<file path="config.mk">
export PLATFORM = sky130hd
export DESIGN_NAME = phase_energy_accumulators
export DESIGN_NICKNAME = d
export VERILOG_FILES = /design/src/hw/energy_pkg.sv /design/src/hw/energy_lane.sv /design/src/hw/wrap_status.sv /design/src/hw/phase_energy_accumulators.sv
export SDC_FILE = /design/constraint.sdc
export NUM_CORES = 2
export LEC_CHECK = 0
export BUFFER_PORTS_ARGS = -buffer_cell sky130_fd_sc_hd__buf_2
export CAP_MARGIN = 15
export CORE_MARGIN = 10
export CORE_UTILIZATION = 45
export DETAILED_ROUTE_END_ITERATION = 10
export GPL_TIMING_DRIVEN = 0
export PLACE_DENSITY = 0.65
export SLEW_MARGIN = 10
export SYNTH_ARGS = -nofsm -noshare
export SYNTH_HDL_FRONTEND = slang
export SYNTH_HIERARCHICAL = 1
export SYNTH_SLANG_ARGS = --single-unit
export TNS_END_PERCENT = 100
</file>
<file path="constraint.sdc">
create_clock -name clk_sys -period 5.45 [get_ports clk_sys]
set_input_delay 1.3625 -clock clk_sys [delete_from_list [all_inputs] [get_ports clk_sys]]
set_output_delay 1.3625 -clock clk_sys [all_outputs]
set_load 0.02 [all_outputs]
</file>
<file path="src/hw/energy_pkg.sv">
// Package with offsets, field layout and carrier types for the phase energy accumulators.
// Function
// Each DSP cycle a positive real power result of a phase is added to its positive real energy.
// Each DSP cycle a negative real power result adds its magnitude to the negative real energy.
// Each DSP cycle a positive quadrature power result is added to the positive reactive energy.
// Each DSP cycle a negative quadrature power result adds its magnitude to the negative reactive energy.
// Each DSP cycle the volt-amp product of a phase is added to its apparent energy without a sign test.
// A wrap of the positive real energy sets the positive-real wrap flag of that phase.
// A wrap of the negative real energy sets the negative-real wrap flag of that phase.
// A wrap of the positive reactive energy sets the positive-reactive wrap flag of that phase.
// A wrap of the negative reactive energy sets the negative-reactive wrap flag of that phase.
// A wrap of the apparent energy sets the apparent wrap flag of that phase.
// Each of phases A, B and C has its own 32-bit apparent energy register at its own address.
// Wrap flags stay set until the host clears them by a write; the block never clears them itself.
// After seeing a wrap flag the host adds two to the thirty-second to the difference of two readings.
// Every accumulator wraps modulo two to the thirty-second and keeps the low 32 bits of the sum.
package energy_pkg;

   localparam int ACC_W   = 32;
   localparam int POWER_W = 32;
   localparam int PHASES  = 3;
   localparam int KINDS   = 5;
   localparam int ADDR_W  = 12;
   localparam int WRAP_W  = 8;

   // Lane index equals the bit position of its wrap flag.
   localparam int KIND_REAL_POS = 0;
   localparam int KIND_REAL_NEG = 1;
   localparam int KIND_QUAD_POS = 2;
   localparam int KIND_QUAD_NEG = 3;
   localparam int KIND_VA       = 4;

   localparam logic [ACC_W-1:0]  ACC_RESET  = 32'h0000_0000;
   localparam logic [KINDS-1:0]  WRAP_RESET = 5'h00;
   localparam logic [ACC_W-1:0]  READ_ZERO  = 32'h0000_0000;

   // Offsets, phase C first so that index [phase][kind] follows the packed order.
   localparam logic [PHASES-1:0][KINDS-1:0][ADDR_W-1:0] ENERGY_OFS = {
      12'h3D0, 12'h3CC, 12'h3C8, 12'h3C4, 12'h3C0,
      12'h2E4, 12'h2E0, 12'h2DC, 12'h2D8, 12'h2D4,
      12'h1F8, 12'h1F4, 12'h1F0, 12'h1EC, 12'h1E8
   };
   localparam logic [PHASES-1:0][ADDR_W-1:0] WRAP_OFS = {12'h31E, 12'h232, 12'h146};

   typedef logic [KINDS-1:0] wrap_flags_t;

   typedef struct packed {
      logic [POWER_W-1:0] real_power_value;
      logic [POWER_W-1:0] quadrature_power_value;
      logic [POWER_W-1:0] volt_amp_product;
   } phase_power_t;

   typedef struct packed {
      logic              rd;
      logic              wr;
      logic [ADDR_W-1:0] addr;
      logic [WRAP_W-1:0] wdata;
   } reg_req_t;

endpackage : energy_pkg

</file>
<file path="src/hw/energy_lane.sv">
// One energy accumulator with modulo wrap and a wrap pulse.
`timescale 1ns/1ns
module energy_lane #(
   parameter int ACC_W = energy_pkg::ACC_W
) (
   input  wire logic             clk_sys,
   input  wire logic             rst_n,
   input  wire logic             add_en,
   input  wire logic [ACC_W-1:0] addend,
   output logic      [ACC_W-1:0] acc,
   output logic                  wrap
);

   logic [ACC_W-1:0] acc_r;
   logic [ACC_W-1:0] acc_nxt;
   logic [ACC_W:0]   sum_w;

   if (ACC_W < energy_pkg::POWER_W) begin : g_bad_width
      $error("energy_lane: accumulator narrower than power word");
   end

   // The carry is dropped so the host difference stays exact after a wrap.
   assign sum_w   = {1'b0, acc_r} + {1'b0, addend};
   assign acc_nxt = add_en ? sum_w[ACC_W-1:0] : acc_r;
   assign wrap    = add_en & sum_w[ACC_W];

   always_ff @(posedge clk_sys or negedge rst_n) begin
      if (!rst_n) begin
         acc_r <= ACC_W'(energy_pkg::ACC_RESET);
      end else begin
         acc_r <= acc_nxt;
      end
   end

   assign acc = acc_r;

endmodule : energy_lane

</file>
<file path="src/hw/wrap_status.sv">
// Sticky wrap flags of one phase, cleared only by a host write.
`timescale 1ns/1ns
module wrap_status (
   input  wire logic                      clk_sys,
   input  wire logic                      rst_n,
   input  wire energy_pkg::wrap_flags_t   set_vec,
   input  wire logic                      clr_en,
   input  wire energy_pkg::wrap_flags_t   clr_mask,
   output energy_pkg::wrap_flags_t        flags
);

   energy_pkg::wrap_flags_t flags_r;
   energy_pkg::wrap_flags_t flags_nxt;
   energy_pkg::wrap_flags_t keep_w;

   // A wrap in the cycle of a clear wins, so no event is lost.
   assign keep_w    = clr_en ? (flags_r & ~clr_mask) : flags_r;
   assign flags_nxt = keep_w | set_vec;

   always_ff @(posedge clk_sys or negedge rst_n) begin
      if (!rst_n) begin
         flags_r <= energy_pkg::WRAP_RESET;
      end else begin
         flags_r <= flags_nxt;
      end
   end

   assign flags = flags_r;

endmodule : wrap_status

</file>
<file path="src/hw/phase_energy_accumulators.sv">
// Per-phase energy accumulators with sign split, sticky wrap flags and register read port.
`timescale 1ns/1ns
module phase_energy_accumulators (
   input  wire logic                                            clk_sys,
   input  wire logic                                            rst_n,
   input  wire logic                                            dsp_cycle_strobe,
   input  wire energy_pkg::phase_power_t [energy_pkg::PHASES-1:0] power_in,
   input  wire energy_pkg::reg_req_t                            reg_req,
   output logic [energy_pkg::ACC_W-1:0]                         reg_rdata,
   output logic                                                 reg_rvalid,
   output energy_pkg::wrap_flags_t [energy_pkg::PHASES-1:0]     energy_wrap_status
);

   localparam int ACC_W  = energy_pkg::ACC_W;
   localparam int P_W    = energy_pkg::POWER_W;
   localparam int NP     = energy_pkg::PHASES;
   localparam int NK     = energy_pkg::KINDS;
   localparam int NWORDS = NP * NK + NP;

   // Address match, shared by the read selector and the flag clear decode.
   function automatic logic addr_hit(input logic [energy_pkg::ADDR_W-1:0] addr,
                                     input logic [energy_pkg::ADDR_W-1:0] ofs);
      addr_hit = (addr == ofs);
   endfunction : addr_hit

   // Magnitude of a signed power word; the most negative value maps to 2^31 exactly.
   function automatic logic [P_W-1:0] magnitude(input logic [P_W-1:0] val);
      magnitude = val[P_W-1] ? (~val + P_W'(1)) : val;
   endfunction : magnitude

   function automatic logic [ACC_W-1:0] merge_words(input logic [NWORDS-1:0][ACC_W-1:0] w);
      logic [ACC_W-1:0] m;
      m = energy_pkg::READ_ZERO;
      for (int i = 0; i < NWORDS; i++) begin
         m = m | w[i];
      end
      merge_words = m;
   endfunction : merge_words

   // Power words are captured on the strobe so the adders see a stable set for a whole cycle.
   logic                                        add_r;
   energy_pkg::phase_power_t [NP-1:0]           power_r;
   energy_pkg::phase_power_t [NP-1:0]           power_nxt;
   logic [ACC_W-1:0]                            rdata_r;
   logic [ACC_W-1:0]                            rdata_nxt;
   logic                                        rvalid_r;
   logic [NP-1:0][NK-1:0][ACC_W-1:0]            acc_w;
   logic [NP-1:0][NK-1:0]                       add_en_w;
   logic [NP-1:0][NK-1:0][ACC_W-1:0]            addend_w;
   energy_pkg::wrap_flags_t [NP-1:0]            wrap_w;
   energy_pkg::wrap_flags_t [NP-1:0]            flags_w;
   logic [NP-1:0]                               clr_w;
   logic [NWORDS-1:0][ACC_W-1:0]                rd_term_w;

   assign power_nxt = dsp_cycle_strobe ? power_in : power_r;

   for (genvar p = 0; p < NP; p++) begin : g_phase
      logic [P_W-1:0] real_w;
      logic [P_W-1:0] quad_w;
      logic           real_neg_w;
      logic           quad_neg_w;

      assign real_w     = power_r[p].real_power_value;
      assign quad_w     = power_r[p].quadrature_power_value;
      assign real_neg_w = real_w[P_W-1];
      assign quad_neg_w = quad_w[P_W-1];

      // Zero goes to the positive lane, where it changes nothing.
      assign add_en_w[p][energy_pkg::KIND_REAL_POS] = add_r & ~real_neg_w;
      assign addend_w[p][energy_pkg::KIND_REAL_POS] = ACC_W'(real_w);
      assign add_en_w[p][energy_pkg::KIND_REAL_NEG] = add_r & real_neg_w;
      assign addend_w[p][energy_pkg::KIND_REAL_NEG] = ACC_W'(magnitude(real_w));
      assign add_en_w[p][energy_pkg::KIND_QUAD_POS] = add_r & ~quad_neg_w;
      assign addend_w[p][energy_pkg::KIND_QUAD_POS] = ACC_W'(quad_w);
      assign add_en_w[p][energy_pkg::KIND_QUAD_NEG] = add_r & quad_neg_w;
      assign addend_w[p][energy_pkg::KIND_QUAD_NEG] = ACC_W'(magnitude(quad_w));
      // The volt-amp product is unsigned and always added.
      assign add_en_w[p][energy_pkg::KIND_VA] = add_r;
      assign addend_w[p][energy_pkg::KIND_VA] = ACC_W'(power_r[p].volt_amp_product);

      for (genvar k = 0; k < NK; k++) begin : g_kind
         energy_lane #(
            .ACC_W  (ACC_W)
         ) u_lane (
            .clk_sys (clk_sys),
            .rst_n   (rst_n),
            .add_en  (add_en_w[p][k]),
            .addend  (addend_w[p][k]),
            .acc     (acc_w[p][k]),
            .wrap    (wrap_w[p][k])
         );

         // Every accumulator of the phase, apparent energy included, has its own address.
         assign rd_term_w[p*NK+k] =
            addr_hit(reg_req.addr, energy_pkg::ENERGY_OFS[p][k]) ? acc_w[p][k]
                                                                 : energy_pkg::READ_ZERO;
      end

      // Flag bit k is set by a wrap of lane k.
      assign clr_w[p] = reg_req.wr & addr_hit(reg_req.addr, energy_pkg::WRAP_OFS[p]);

      wrap_status u_status (
         .clk_sys  (clk_sys),
         .rst_n    (rst_n),
         .set_vec  (wrap_w[p]),
         .clr_en   (clr_w[p]),
         .clr_mask (reg_req.wdata[NK-1:0]),
         .flags    (flags_w[p])
      );

      // Reserved flag bits read as zero.
      assign rd_term_w[NP*NK+p] =
         addr_hit(reg_req.addr, energy_pkg::WRAP_OFS[p]) ? ACC_W'(flags_w[p])
                                                         : energy_pkg::READ_ZERO;
   end

   // Unmapped addresses fall through every term and read as zero.
   assign rdata_nxt = reg_req.rd ? merge_words(rd_term_w) : rdata_r;

   always_ff @(posedge clk_sys or negedge rst_n) begin
      if (!rst_n) begin
         add_r   <= 1'b0;
         power_r <= '0;
      end else begin
         add_r   <= dsp_cycle_strobe;
         power_r <= power_nxt;
      end
   end

   always_ff @(posedge clk_sys or negedge rst_n) begin
      if (!rst_n) begin
         rdata_r  <= energy_pkg::READ_ZERO;
         rvalid_r <= 1'b0;
      end else begin
         rdata_r  <= rdata_nxt;
         rvalid_r <= reg_req.rd;
      end
   end

   assign reg_rdata          = rdata_r;
   assign reg_rvalid         = rvalid_r;
   assign energy_wrap_status = flags_w;

endmodule : phase_energy_accumulators

</file>
==> metrics.txt <==
status=finished, final reports clean; Worst-Margin Slew=1300 ps; core box area=142,000 um^2; post-route minimum period=5280 ps; asr flop ratio synth=1.00; GRT Total Usage=0.327; die area=159,000 um^2; WL final=270,000 um; Clock Tree Root=clkbuf_16; hold path depth=1; crit path kind=in -> reg; CTS clk-pin slew, worst paths=60 ps; vias per cell=6.40; Slew Viols, Final=0; FILL cells=13,260; Post-DP HPWL=219,000 um; ANT nets after route=0; Max rail drop VDD=0.000334 V; fraction of layout cells with a size suffix above 1=0.209; Slew HR=0.130; crit path capture type=register; CTS Buffer Depth=3; chip height=398 um; clk_skew=29.2 ps; max incr delay on CP=920 ps; Final Worst Setup Slack=174 ps; mux contribution to synthesized area=0.126; Sink Count=817; post-synth cell types=116; Synth Flop Type=dfrtp_1; vias in the first global route=55,627; Fin Setup TNS=0 ps; Buffers on Ports=356; WP buf/inv=4; HP Class=reg -> reg; adder-cell share of the synthesized area=0.0991; Remaining DRCs=0; Fin Hold WS=518 ps; PwrDens=617 nW/um^2; Synthesized Nets=7,570; worst path arrival time=5870 ps; DP Worst Slack=-312 ps; P_leak=30.6 nW; routability cong.=1.02; Simple-Gate Fraction of Synth Area=0.132; CP max stage cell=a2111oi_0; CTS Hold Bufs=0; Mapped Cells=6,756; Worst EP required=6040 ps; fmax=190 MHz; Setup-failing EPs final=0; Num CTS Buffers=100; DRT iter0 DRCs=6,391; H-tree depth=3; Final Util=0.511; DR WL/cell=29.3 um; Post-DP Area=68,900 um^2; row count=138; largest family of logic cells by synthesized area=compound AO/OA/AOI/OAI gates; pin count of the biggest net entering global routing=101; Pwr Total=44.7 mW; placed instance count=9,017; Post-Synth XOR/XNOR Area=0.0705; Most common cell on crit path=buf_2; clk_lat worst skew=760 ps; flops & latches, synth=817; Max-Cap Viols=0; mapped cell area=64,400 um^2; initial antenna violation count=28; register area share after synthesis=0.318; CTS tree=yes; Post-synth EDFFs=0; Non-Filler Instances=9,218; RSZ-0062 raised after global routing=no; first-pass GRT wire length=386,000 um; Syn Area/Cell=9.53 um^2; I/O Pins=361; Initial Util=0.454; Final Cycle Share=0.968; fin area=72,500 um^2; Vias=58,986; Compound-Gate Fraction of Synth Area=0.227; Yosys warnings=6; Layout area overhead=12.6%; cells on worst reg2reg path=17; CP startpoint kind=input pin; Seq. cell area=20,400 um^2; Worst path depth=8; GR Overflow Total=0; family with the most delay on the worst path=buffers and inverters; Die X=398 um; multi-input logic area=42,200 um^2; first-pass iteration count of the detailed router=6; nets=8,043; crit-path max FO=10; Hold Violations, Final=0; crit-path cells=clkbuf_1, buf_2, clkbuf_2, buf_2, mux2i_1, o22ai_1, a2111oi_0, a21oi_1
## state kept, by name, indices dropped and copies added, names as in the netlist
register                   count
reg_rvalid                     1
g_phase.real_w                96
reg_rdata                     32
g_phase.u_status/flags        15
addend_w                      96
g_phase.quad_w                96
add_r                          1
g_phase.g_kind.u_lane/acc    480
## path summary, 6_finish.rpt
kind | slack (ps) | startpoint | endpoint
setup / recovery | 170 | reg_req[10] | reg_rdata[22]$_DFFE_PN0P_
hold / removal | 520 | addend_w[318]$_DFFE_PN0P_ | addend_w[318]$_DFFE_PN0P_
setup reg to reg | 200 | g_phase[0].quad_w[12]$_DFFE_PN0P_ | g_phase[0].u_status/flags[3]$_DFF_PN0_
hold reg to reg | 520 | addend_w[318]$_DFFE_PN0P_ | addend_w[318]$_DFFE_PN0P_
max in group asynchronous | 3180 | rst_n | addend_w[158]$_DFFE_PN0P_
min in group asynchronous | 550 | rst_n | g_phase[1].quad_w[21]$_DFFE_PN0P_
## routing by layer
layer	GRT usage	up-vias	wire length, um
met4	0.167	24	16200
met3	0.0668	522	23400
met2	0.487	2689	114000
li1	-	26559	-
met1	0.446	29192	116000
met5	0	-	155
## placed cells by master (no fill, tap or decap), types with 124 or more instances in the layout
cell type / count
nand2_1: 578
a21o_1: 202
xnor2_1: 399
buf_2: 396
a21oi_1: 479
mux2_2: 643
o21ai_0: 294
ha_1: 486
nand3_1: 163
nor2_1: 387
dfrtp_1: 817
clkbuf_1: 222
inv_1: 124
## layout make-up
type,count,area share
antenna,12,0.000414
buffer,304,0.0184
clock buffer,136,0.0398
clock inverter,53,0.00953
inverter,125,0.00647
multi-input combinational,5510,0.582
sequential,817,0.282
tap,1890,0.0326
timing repair buffer,371,0.0289
## timing repair
action,4_1_cts,5_1_grt
resized for setup,0,2
setup endpoints to repair,0,2
buffers inserted,0,0
## kinds of logic (layout without fill, tap and decap cells)
kind of cell               Yosys count  count (layout)
AOI/OAI and AO/OA                 2019            2019
xor gates and xnor gates           518             518
adders and majority gates          501             501
buffers and inverters              429             989
DFF                                817             817
muxes                              720             720
other                                0              12
and+or+nand+nor                   1752            1752
## Yosys cell counts (all sizes together) (63+ instances only)
cell | instances | area, um^2
dfrtp | 817 | 20400
mux2 | 645 | 7270
nand2 | 581 | 2190
a21oi | 532 | 2880
ha | 486 | 6080
xnor2 | 399 | 3490
nor2 | 387 | 1450
o21ai | 364 | 1880
clkbuf | 241 | 962
a21o | 204 | 1530
nand3 | 164 | 826
inv | 124 | 465
xor2 | 119 | 1040
nand4 | 112 | 713
nor3 | 106 | 571
and3 | 104 | 661
a31oi | 89 | 845
o31ai | 84 | 669
o211ai | 83 | 653
a22oi | 80 | 601
mux2i | 67 | 671
buf | 63 | 349
o21bai | 63 | 473
## power by group
group / total (mW) / internal (mW) / switching (mW)
clock network: 7.33 / 4.31 / 3.02
registers: 12.1 / 8.19 / 3.90
logic: 25.3 / 10.9 / 14.4
total: 44.7 / 23.4 / 21.3
No activity file was read; power rests on OpenSTA's default activity.
